[config.mk]
export PLATFORM = sky130hd
export DESIGN_NAME = rot_ctrl
export DESIGN_NICKNAME = d
export VERILOG_FILES = /design/src/rtl/rot_ctrl_pkg.sv /design/src/rtl/rot_ctrl.sv
export SDC_FILE = /design/constraint.sdc
export NUM_CORES = 1
export LEC_CHECK = 0
export BUFFER_PORTS_ARGS = -buffer_cell sky130_fd_sc_hd__clkbuf_2
export CORE_MARGIN = 3
export CORE_UTILIZATION = 40
export DETAILED_ROUTE_END_ITERATION = 6
export PLACE_DENSITY = 0.66
export SLEW_MARGIN = 5
export SYNTH_ARGS = -nofsm -noshare
export SYNTH_HDL_FRONTEND = slang
export SYNTH_SLANG_ARGS = --single-unit
[constraint.sdc]
create_clock -name clock -period 3.8 [get_ports clock]
set_input_delay 0.19 -clock clock [delete_from_list [all_inputs] [get_ports clock]]
set_output_delay 0.19 -clock clock [all_outputs]
set_load 0.02 [all_outputs]
[src/rtl/rot_ctrl_pkg.sv]
// package for the synchronization rotation action control block
// assumes a plain register port with eight-bit data and one clock
package rot_ctrl_pkg;

  // register map
  localparam logic [9:0] ADDR_ROTATION_CONTROL = 10'h03B;
  localparam logic [9:0] ADDR_SYNC_MODE        = 10'h03A;
  localparam logic [9:0] ADDR_OSC_SYNC         = 10'h1E7;

  // rotation_control field positions
  localparam int BIT_SYNC_LOGIC_EN = 7;
  localparam int BIT_RSVD6         = 6;
  localparam int BIT_PERIODIC      = 5;
  localparam int BIT_OSC_RST_TURN  = 4;
  localparam int BIT_ACT_LINK      = 0;
  localparam int BIT_ACT_RAMP      = 1;

  // sync mode field positions
  localparam int BIT_ROT_DONE      = 4;
  localparam int BIT_ONE_SHOT      = 1;
  localparam int BIT_SYNC_RSVD0    = 0;

  // oscillator sync trigger position
  localparam int BIT_OSC_TRIGGER   = 0;

  // writable masks and reset values
  localparam logic [7:0] ROT_WR_MASK   = 8'hF3;
  localparam logic [7:0] ROT_RESET     = 8'hB0;
  localparam logic [7:0] MODE_WR_MASK  = 8'h03;
  localparam logic [7:0] MODE_RESET    = 8'h00;

  // ramp timing: off phase and on phase of the datapath ramp
  localparam int RAMP_OFF_NS      = 800;
  localparam int CLOCK_PERIOD_NS  = 100;
  localparam int RAMP_CYCLES_INT  =
    (RAMP_OFF_NS + CLOCK_PERIOD_NS - 1) / CLOCK_PERIOD_NS;
  localparam logic [3:0] RAMP_CYCLES = 4'(RAMP_CYCLES_INT);
  localparam logic [3:0] CNT_ZERO    = 4'h0;
  localparam logic [3:0] CNT_ONE     = 4'h1;

  // rotation sequence states
  typedef enum logic [2:0] {
    ST_IDLE,
    ST_RAMP_DOWN,
    ST_ROTATE,
    ST_RAMP_UP,
    ST_FINISH
  } rot_state_t;

  // software register port
  typedef struct packed {
    logic [9:0] addr;
    logic [7:0] wdata;
    logic       wr;
    logic       rd;
  } reg_req_t;

  // actions driven toward the datapath and links
  typedef struct packed {
    logic link_drop;
    logic link_clk_reset;
    logic ramp_off;
    logic osc_reset;
    logic rotation_strobe;
  } rot_act_t;

  // whole state of the block
  typedef struct packed {
    logic [7:0] rot_ctrl;
    logic [7:0] sync_mode;
    logic       rot_done;
    rot_state_t state;
    logic [3:0] cnt;
    logic       want_link;
    logic       want_ramp;
    logic       want_osc;
    rot_act_t   act;
    logic [7:0] rdata;
  } ctrl_state_t;

endpackage

[src/rtl/rot_ctrl.sv]
// rotation action control: register, one-shot control and rotation sequence
// assumes sysref edge, digital reset and rotation request are synchronous
// one-cycle pulses coming from the surrounding synchronization logic
//
// Overview of operation
// - with osc-reset-after-turn set, reset all oscillators after reset or turn
// - the separate oscillator sync trigger also resets all oscillators
// - action bit 0 drops links and resets and realigns link clocks
// - action field zero means a rotation touches neither links nor datapath
// - action bit 1 ramps the datapath off and back on around a rotation
// - one-shot mode rotates on the next sysref edge then returns to monitor
// - read-only rotation done flag, resetting to one
module rot_ctrl
  import rot_ctrl_pkg::*;
(
  // clock and reset
  input  wire logic       clock,
  input  wire logic       nrst,
  // register port
  input  wire logic [9:0] reg_addr,
  input  wire logic [7:0] reg_wdata,
  input  wire logic       reg_wr,
  input  wire logic       reg_rd,
  output logic      [7:0] reg_rdata,
  // synchronization logic events
  input  wire logic       sysref_edge,
  input  wire logic       monitor_rotate,
  input  wire logic       digital_reset_done,
  // actions
  output logic            link_drop,
  output logic            link_clk_reset,
  output logic            ramp_off,
  output logic            osc_reset,
  output logic            rotation_strobe,
  // status
  output logic            sync_logic_enable,
  output logic            periodic_resync_enable
);

  ctrl_state_t q;
  ctrl_state_t d;
  reg_req_t    req;
  logic        start;
  logic        osc_trig;

  //////////////////////////////////////////////////////////////////////////
  // next-state logic
  always_comb begin
    req = '{addr: reg_addr, wdata: reg_wdata, wr: reg_wr, rd: reg_rd};
    d = q;
    d.act.rotation_strobe = 1'b0;
    d.act.osc_reset = 1'b0;
    // register writes; reserved bits 3:2 stay zero
    if (req.wr && req.addr == ADDR_ROTATION_CONTROL) begin
      d.rot_ctrl = req.wdata & ROT_WR_MASK;
    end
    if (req.wr && req.addr == ADDR_SYNC_MODE) begin
      d.sync_mode = req.wdata & MODE_WR_MASK;
    end
    // trigger register is write-only, self clearing
    osc_trig = req.wr && req.addr == ADDR_OSC_SYNC
               && req.wdata[BIT_OSC_TRIGGER];
    // a one-shot sysref edge or monitor_rotate starts, either one; sync logic must be enabled to rotate
    start = q.rot_ctrl[BIT_SYNC_LOGIC_EN] && q.state == ST_IDLE
            && ((q.sync_mode[BIT_ONE_SHOT] && sysref_edge)
                || monitor_rotate);
    if (start && q.sync_mode[BIT_ONE_SHOT]) begin
      d.sync_mode[BIT_ONE_SHOT] = 1'b0;
    end
    // rotation sequence
    case (q.state)
      ST_IDLE: begin
        if (start) begin
          d.rot_done  = 1'b0;
          d.want_link = q.rot_ctrl[BIT_ACT_LINK];
          d.want_ramp = q.rot_ctrl[BIT_ACT_RAMP];
          d.want_osc  = q.rot_ctrl[BIT_OSC_RST_TURN];
          // field zero goes straight to rotate, no side effects
          if (q.rot_ctrl[BIT_ACT_RAMP]) begin
            d.act.ramp_off = 1'b1;
            d.cnt = RAMP_CYCLES;
            d.state = ST_RAMP_DOWN;
          end else begin
            d.state = ST_ROTATE;
          end
          if (q.rot_ctrl[BIT_ACT_LINK]) begin
            d.act.link_drop = 1'b1;
            d.act.link_clk_reset = 1'b1;
          end
        end
      end
      ST_RAMP_DOWN: begin
        d.cnt = q.cnt - CNT_ONE;
        if (q.cnt == CNT_ONE) begin
          d.state = ST_ROTATE;
        end
      end
      ST_ROTATE: begin
        // realignment happens here; link clock reset is released
        d.act.rotation_strobe = 1'b1;
        d.act.link_clk_reset = 1'b0;
        d.act.osc_reset = q.want_osc;
        if (q.want_ramp) begin
          d.cnt = RAMP_CYCLES;
          d.state = ST_RAMP_UP;
        end else begin
          d.state = ST_FINISH;
        end
      end
      ST_RAMP_UP: begin
        d.act.ramp_off = 1'b0;
        d.cnt = q.cnt - CNT_ONE;
        if (q.cnt == CNT_ONE || q.cnt == CNT_ZERO) begin
          d.state = ST_FINISH;
        end
      end
      ST_FINISH: begin
        d.act.link_drop = 1'b0;
        d.rot_done = 1'b1;
        d.state = ST_IDLE;
      end
      default: begin
        d.state = ST_IDLE;
      end
    endcase
    // oscillator reset after digital reset or explicit trigger
    if ((digital_reset_done && q.rot_ctrl[BIT_OSC_RST_TURN])
        || osc_trig) begin
      d.act.osc_reset = 1'b1;
    end
    // read data, one cycle later, unmapped reads zero
    d.rdata = 8'h00;
    if (req.rd) begin
      case (req.addr)
        ADDR_ROTATION_CONTROL: d.rdata = q.rot_ctrl;
        ADDR_SYNC_MODE: begin
          d.rdata = q.sync_mode;
          d.rdata[BIT_ROT_DONE] = q.rot_done;
        end
        default: d.rdata = 8'h00;
      endcase
    end
  end

  //////////////////////////////////////////////////////////////////////////
  // state register
  always_ff @(posedge clock or negedge nrst) begin
    if (!nrst) begin
      q <= '0;
      q.rot_ctrl <= ROT_RESET;
      q.sync_mode <= MODE_RESET;
      q.rot_done <= 1'b1;
      q.state <= ST_IDLE;
    end else begin
      q <= d;
    end
  end

  //////////////////////////////////////////////////////////////////////////
  // outputs straight from flops
  assign reg_rdata              = q.rdata;
  assign link_drop              = q.act.link_drop;
  assign link_clk_reset         = q.act.link_clk_reset;
  assign ramp_off               = q.act.ramp_off;
  assign osc_reset              = q.act.osc_reset;
  assign rotation_strobe        = q.act.rotation_strobe;
  assign sync_logic_enable      = q.rot_ctrl[BIT_SYNC_LOGIC_EN];
  assign periodic_resync_enable = q.rot_ctrl[BIT_PERIODIC];

endmodule

Word-level counts from Yosys, hierarchy flattened --
Cells that the tools add are included.
Word-level totals: logic and storage cells 78, bits of input ports 25, register bits after elaboration 32, output and inout port bits 15
Operators by class: reductions and logical operators 27, multiplexer cells 21, equality and inequality tests 14, $add $sub $neg 1
Operator list (count):
- 10-bit by 6-bit == test with 1-bit output, second input constant | 2
- 8-bit one-hot mux with 2 select lines | 1
- 14-bit two-way mux | 1
- 2-bit inequality test, second input constant | 6
- 3-bit one-hot mux with 4 select lines | 1
- 4-bit one-hot mux with 3 select lines | 1
- 3-bit AND reduction | 4
- 10-bit by 9-bit == test with 1-bit output, second input constant | 1
- 1-bit logical AND | 9
- 3-bit two-way mux | 3
- 2-bit two-way mux | 4
- 4-bit two-way mux | 2
- 8-bit two-way mux | 1
- 1-bit one-hot mux with 2 select lines | 4
- 2-bit nonzero test | 4
- 3-bit by 2-bit == test with 1-bit output, second input constant | 2
- 4-bit by 1-bit == test with 1-bit output, second input constant | 1
- 4-bit logical NOT | 1
- 2-bit AND reduction | 2
- 4-bit AND reduction | 1
- 4-bit by 1-bit subtractor with 4-bit output, second input constant | 1
- 3-bit by 1-bit == test with 1-bit output, second input constant | 1
- 3-bit == test, second input constant | 1
- 3-bit logical NOT | 1
- 4 further kinds | 8

Logic depth before layout (Yosys ltp) --
Gate-level depths: netlist of run 1.
depth after elaboration 5, gate-level depth with buffers 5, depth with buffers taken out 5

Worst setup path after synthesis of run 1 --
OpenSTA, ideal clock, no wires.
path type flip-flop to flip-flop, from reg q[16] in the netlist's numbering, to reg q[21] in the netlist's numbering, arrival time 1.296 ns, period minus slack after synthesis 1.391 ns, path buffers 0, required time 3.705 ns, library setup time 0.095 ns, cell stages (with the launch flop) 6, setup slack 2.409 ns, path through dfrtp_1 inv_1 ha_1 or2_2 a311o_1 o31ai_1
Between the ends: word-level cells in the longest chain between the ends 4, elaborated cells between the ends (all ways) 6, classes of those cells eq/ne (3); reduce/logical (3)
Ends and longest elaborated chain:
- from (decl) | RTL line rot_ctrl.sv:40 | ctrl_state_t q;
- 4-bit by 1-bit == test with 1-bit output / 4-bit logical NOT (equally long branches) | RTL line rot_ctrl.sv:94, rot_ctrl.sv:113
- 1-bit logical OR | RTL line rot_ctrl.sv:113 | if (q.cnt == CNT_ONE || q.cnt == CNT_ZERO) begin
- 2-bit inequality test (no source line)
- 3-bit AND reduction (no source line) (*)
Every way passes the cells marked *; elsewhere a longest branch is shown, timed or not. A chain may end at the register's enable or synchronous reset.

Worst setup path after layout of run 1 --
from reg q[22] in the netlist's numbering, to reg q[19] in the netlist's numbering
Between the ends: word-level cells in the longest chain between the ends 5, elaborated cells between the ends (all ways) 13, classes of those cells eq/ne (6); mux (1); reduce/logical (6)
Ends and longest elaborated chain:
- 3-bit logical NOT | RTL line rot_ctrl.sv:64, rot_ctrl.sv:71
- 1-bit logical AND | RTL line rot_ctrl.sv:64 | start = q.rot_ctrl[BIT_SYNC_LOGIC_EN] && q.state == ST_IDLE
- 1-bit logical AND | RTL line rot_ctrl.sv:65 | && ((q.sync_mode[BIT_ONE_SHOT] && sysref_edge)
- 2-bit inequality test (no source line)
- 4-bit AND reduction (no source line)
Parallel ways exist; a longest one is shown, timed or not.

==> flow_summary.ini, run 1 <==
[synthesis]
synth.distinct_cells = 43
synthMostInstantiatedCell = dfrtp_1
syn_avg_cell_area_um2 = 11.6
synth_edf_count = 0
synth_seq_cells = 29
synth_cells = 129
ys_top_cells_by_count = dfrtp_1, nor2_1, buf_4, mux2_2
synth.area.top_cells = dfrtp_1, dfstp_2, mux2_2
synth_area_um2 = 1490
synth_seq_area_share_pct = 49.0
synth_top_area_cell = dfrtp_1
yosys_warnings = 0
synthArstFlopShare_pct = 100
synth_flop_cell = dfrtp_1
synth_top_cell_area_share_pct = 41.9

[die]
core_um2 = 3470
die_w_um = 67.1
die_h_um = 67.1
fp.dieArea_um2 = 4500
io_pins = 40
rows = 21
start_util_pct = 43.0

[setup_path]
cp_data_arrival_time_ns = 1.66
crit_required_ns = 3.95
critical_path.startpoint_type = flip-flop
critical_path_class = flip-flop to flip-flop
end_kind = flip-flop
cp_max_fo = 13

[timing]
slew_headroom_pct = 53.7
fin_crit_ns = 1.50
hold_violations = 0
fin_crit_sh_pct = 39.6
drv_slew = 0
fmaxAchievable_ghz = 0.665
setup_violations = 0
final.setup.tns_ns = 0
skew_ns = 0.0105
rsz0062_at_grt = false
worst_slew_pin_slew_ns = 0.694

[grt]
grt_max_degree = 30
grtUsageTotal_pct = 14.9
met3_usage_pct = 4.55
use_met2_pct = 22.5
grt_antenna_before_repair = 0
busiest_layer = met2
met1_usage_pct = 19.5
grt_pass1_vias = 1045
grt_pass1_wl_um = 4950
grt_overflow = 0

[clock_tree]
cts_inserted_buffers = 5
ctsRootBufferMaster = clkbuf_8
cts_tree = built
clk_pin_slew_worst_paths_ns = 0.07
clk_latency_ns = 0.28
cts_sinks = 29
cts_buffer_depth = 2
h-tree-depth = 2

[routing]
drt-total-wl_um = 2930
vias = 1104
antenna_left = 0
via_per_inst = 5.31
drt_iter0_markers = 56
drc_errors = 0
wire_per_inst_um = 14.1
dr.pass1.iters = 4

[layout]
area_delta_synth_final_pct = 20.1
seqCellArea_um2 = 731
fillers = 302
nNetsFinal = 189
diodes = 0
multi_input_area_um2 = 667
drive_gt1_share_pct = 39.5

[flow_run]
drv_cap = 0

[status]
status = finished clean

[power_and_ir_drop]
p_total_mw = 0.747
irDropWorstVdd_mv = 0.312
total_leakage_power_nw = 0.923
power_density_nw_per_um2 = 417

[placement]
dp_hpwl_um = 2210
gp_congestion = 0.802
port_buffers = 35

[worst_hold_path]
min_path_type = input pin to flip-flop
[worst max-delay path: stages (launching register included)]
cell and delay, ns:
dfrtp_1 0.54, or4bb_1 0.59, o311ai_0 0.12, o21ai_0 0.13
[cell usage in the layout, fill, tap and decap left out, types with 2 or more instances in the layout]
cell       instances
dfstp_2            4
nand2b_1           3
nor4b_4            2
nand2_1            2
o21ai_0            3
dfrtp_1           25
nor2_1            10
a31oi_1            4
o2bb2ai_1          2
clkbuf_8           5
mux2i_1            4
and3_1             4
inv_1              5
bufinv_16          2
nor3b_1            2
ha_1               3
mux2_2             8
clkbuf_2          35
a21oi_1            3
nand3_1            5
conb_1             2
a21o_1             5
[kinds of logic after synthesis]
group                    share of synthesized area [%]
other                                            0.251
AND/OR/NAND/NOR                                   19.6
AO/OA/AOI/OAI                                     13.3
buffers and inverters                             6.62
adder cells (fa/ha/maj)                           2.51
flip-flops                                        49.0
multiplexers                                      8.72
[metal layers]
metal / routed length [um] / vias up
met4: 26 / 0
met5: 0 / -
met3: 175 / 2
li1: - / 533
met2: 1420 / 36
met1: 1310 / 533
[final timing paths]
check	startpoint	end	slack (ns)	cells past startpoint
setup / recovery	q[22]	q[19]	2.30	3
hold / removal	reg_wdata[6]	q[38]	0.14	2
setup reg to reg	q[22]	q[19]	2.30	3
hold reg to reg	q[38]	q[38]	0.50	1
max in group asynchronous	nrst	reg_rdata[7]	2.86	2
min in group asynchronous	nrst	q[18]	0.48	2
[where the power goes]
part           internal (mW)  switching, mW  total, mW
clock network          0.260          0.120      0.380
logic                 0.0213         0.0250     0.0463
registers              0.316        0.00536      0.321
total                  0.597          0.150      0.747
[stage by stage]
step	hold WS [ns]	instance area, um^2	util (%)	setup WS [ns]	instances
after floorplan	-0.106	1500	-	2.41	130
after global placement	0.263	1650	47.5	2.34	199
after detailed placement	0.273	1650	47.5	2.31	199
after CTS	0.136	1790	51.7	2.30	208
after global routing	0.136	1790	51.7	2.16	208
final	0.145	1790	51.7	2.30	208
[sequential cells by signal (all words and copies together) (netlist names)]
signal	count
link_clk_reset	1
link_drop	1
osc_reset	1
periodic_resync_enable	1
q	16
ramp_off	1
reg_rdata	6
rotation_strobe	1
sync_logic_enable	1
[cell type report]
type / instances / area share, %
Inverter: 5 / 1.05
Clock inverter: 3 / 3.63
Clock buffer: 5 / 3.84
Tap cell: 46 / 3.21
Sequential cell: 29 / 40.8
Multi-Input combinational cell: 84 / 37.2
Timing Repair Buffer: 36 / 10.3
[timing repair]
action | CTS | global route
endpoints found under the hold margin | 25 | 0
hold buffers | 1 | 0
gates resized for setup | 0 | 0
setup buffers | 0 | 0
(Power assumes the default switching activity.)
==> inputs of run 2 (changes only) <==
--- a/config.mk
+++ b/config.mk
@@ -5,6 +5,7 @@
 export SDC_FILE = /design/constraint.sdc
 export NUM_CORES = 1
 export LEC_CHECK = 0
+export ABC_AREA = 1
 export BUFFER_PORTS_ARGS = -buffer_cell sky130_fd_sc_hd__clkbuf_2
 export CORE_MARGIN = 3
 export CORE_UTILIZATION = 40
==> constraint.sdc (replaced) <==
create_clock -name clock -period 1.5 [get_ports clock]
set_input_delay 0.075 -clock clock [delete_from_list [all_inputs] [get_ports clock]]
set_output_delay 0.075 -clock clock [all_outputs]
set_load 0.02 [all_outputs]
==> run 2 against run 1 <==
Against the previous run:
- highest routed layer unchanged
- design area up 7.3%
- combinational power rose to 3.6 times the previous value
- wire length is 8.5% higher
- sequential share of layout area is 2.8 points lower
- non-clock buffer count grew 2
- hold slack got worse by 0.14 ns
- global-route usage fell by 0.71 points
- fmax rose by 17%
- sequential cell count unchanged
- critical endpoint is now q[21]
- register-to-register slack got worse by 2.1 ns
- utilization is 0.67 points lower
==> flow_summary.ini, run 2 <==
[status]
status = finished clean

[routing]
wire_per_inst_um = 11.3
drc_errors = 0
via_per_inst = 4.61
vias = 1296
dr.pass1.iters = 4
drt-total-wl_um = 3180
drt_iter0_markers = 40
antenna_left = 0

[layout]
final_util_pct = 51.0
nNetsFinal = 260
area_delta_synth_final_pct = 20.1
diodes = 0
fillers = 370
final_common_cell = nand2_1
finalInstanceArea_um2 = 1920
final_cell_mix = nand2_1, clkbuf_2, dfrtp_1
largest_reg_flops = 16
largest-register = q
drive_gt1_share_pct = 30.5
stdcell_count = 281

[timing]
slew_headroom_pct = 52.9
worst_slew_pin_slew_ns = 0.706
skew_ns = 0.00910
hold_violations = 0
fmaxAchievable_ghz = 0.777
rsz0062_at_grt = false
final.setup.worst_slack_ns = 0.213
final.setup.tns_ns = 0
fin_crit_sh_pct = 85.8
fin_crit_ns = 1.29
setup_violations = 0
drv_slew = 0
whs_ns = 0.00578

[synthesis]
ys_top_cells_by_count = nand2_1, dfrtp_1, inv_1
yosys_warnings = 0
synth.area.top_cells = dfrtp_1, nand2_1, dfstp_2
synth.distinct_cells = 28
synthMostInstantiatedCell = nand2_1
synth_seq_cells = 29
syn_avg_cell_area_um2 = 8.22
synth_edf_count = 0
synth_cells = 195
synth_seq_area_share_pct = 45.6
synthArstFlopShare_pct = 100
synth_area_um2 = 1600
synth_top_area_cell = dfrtp_1
synth_flop_cell = dfrtp_1
synth_top_cell_area_share_pct = 39.0

[clock_tree]
clk_pin_slew_worst_paths_ns = 0.07
clk_latency_ns = 0.28
cts_sinks = 29
cts_buffer_depth = 2
postCtsResizedCells = 0
cts_inserted_buffers = 5
cts_tree = built
cts_setup_buffers = 0
h-tree-depth = 2
postCtsHoldBufs = 3
ctsRootBufferMaster = clkbuf_8

[power_and_ir_drop]
p_switching_mw = 0.413
p_int_mw = 1.42
total_leakage_power_nw = 0.996
combPwrFrac_pct = 9.0
irDropWorstVdd_mv = 0.330
p_sw_share_pct = 22.5
p_total_mw = 1.83
power_density_nw_per_um2 = 953
seq_power_share_pct = 46.1
p_clk_share_pct = 44.9

[flow_run]
drv_cap = 0

[grt]
grt_overflow = 0
grt_pass1_wl_um = 5320
grt_pass1_vias = 1211
grt_antenna_before_repair = 0
grtUsageTotal_pct = 14.1
grt_max_degree = 30

[worst_hold_path]
min_path_type = input pin to flip-flop
hp-start = reg_wdata[4]
hold_depth = 3

[die]
fp.dieArea_um2 = 4800
core_um2 = 3770
die_w_um = 69.3
die_h_um = 69.3
start_util_pct = 42.5
rows = 22
io_pins = 40

[placement]
dp_hpwl_um = 2480
placedCellCount = 270
place_area_um2 = 1780
port_buffers = 35
gp_congestion = 0.772
post-place-ws_ns = 0.230

[setup_path]
rr_startpoint = q[16]
crit_required_ns = 1.67
end_kind = flip-flop
cp_data_arrival_time_ns = 1.45
cp_max_fo = 5
rr_worst_depth = 10
startpoint = q[16]
critical_path.startpoint_type = flip-flop
critical_path_class = flip-flop to flip-flop
[run 2: cells by family after synthesis]
logic type / share of synthesized area (%)
other: 0.234
AND/OR/NAND/NOR: 33.8
buffers and inverters: 11.1
flip-flops: 45.6
AO/OA/AOI/OAI: 6.95
adder cells (fa/ha/maj): 2.34
[run 2: layout make-up]
class | count | area [um^2] | share of cell area [%]
inverter | 29 | 114 | 5.92
tap | 48 | 60.1 | 3.12
clock buffer | 7 | 86.3 | 4.49
clock inverter | 1 | 30.0 | 1.56
multi-input combinational | 129 | 698 | 36.3
timing repair buffer | 38 | 205 | 10.7
sequential | 29 | 731 | 38.0
[run 2: worst max-delay path, stage by stage (launching register included)]
cell     delay, ns
dfrtp_1       0.39
inv_1         0.11
ha_1          0.22
nand2_1       0.06
nand2_1       0.04
nand2_1       0.05
nand2_1       0.06
nand2_1       0.11
inv_2         0.03
nand2_1       0.06
nand2_1       0.04
[run 2: power groups by stage]
| stage | combinational (mW) | clock [mW] | sequential (mW) |
|---|---|---|---|
| 6_report | 0.166 | 0.822 | 0.845 |
| 2_1_floorplan | 0.0973 | 0 | 0.852 |
| 3_5_place_dp | 0.162 | 0 | 0.858 |
| 3_3_place_gp | 0.158 | 0 | 0.856 |
| 5_1_grt | 0.195 | 0.868 | 0.847 |
| 4_1_cts | 0.169 | 0.842 | 0.845 |
[run 2: final timing paths]
check	slack, ns	endpoint
worst max-delay path	0.21	q[21]
worst min-delay path	0.006	q[36]
worst max register to register	0.21	q[21]
worst min register to register	0.47	link_drop
max in group asynchronous	0.65	q[20]
min in group asynchronous	0.38	osc_reset
[run 2: routing by layer]
metal,vias up,track usage (%),routed length [um]
met5,-,0,0
met4,0,6.51,56
met2,31,22.0,1500
met1,571,18.1,1480
li1,690,-,-
met3,4,4.06,144
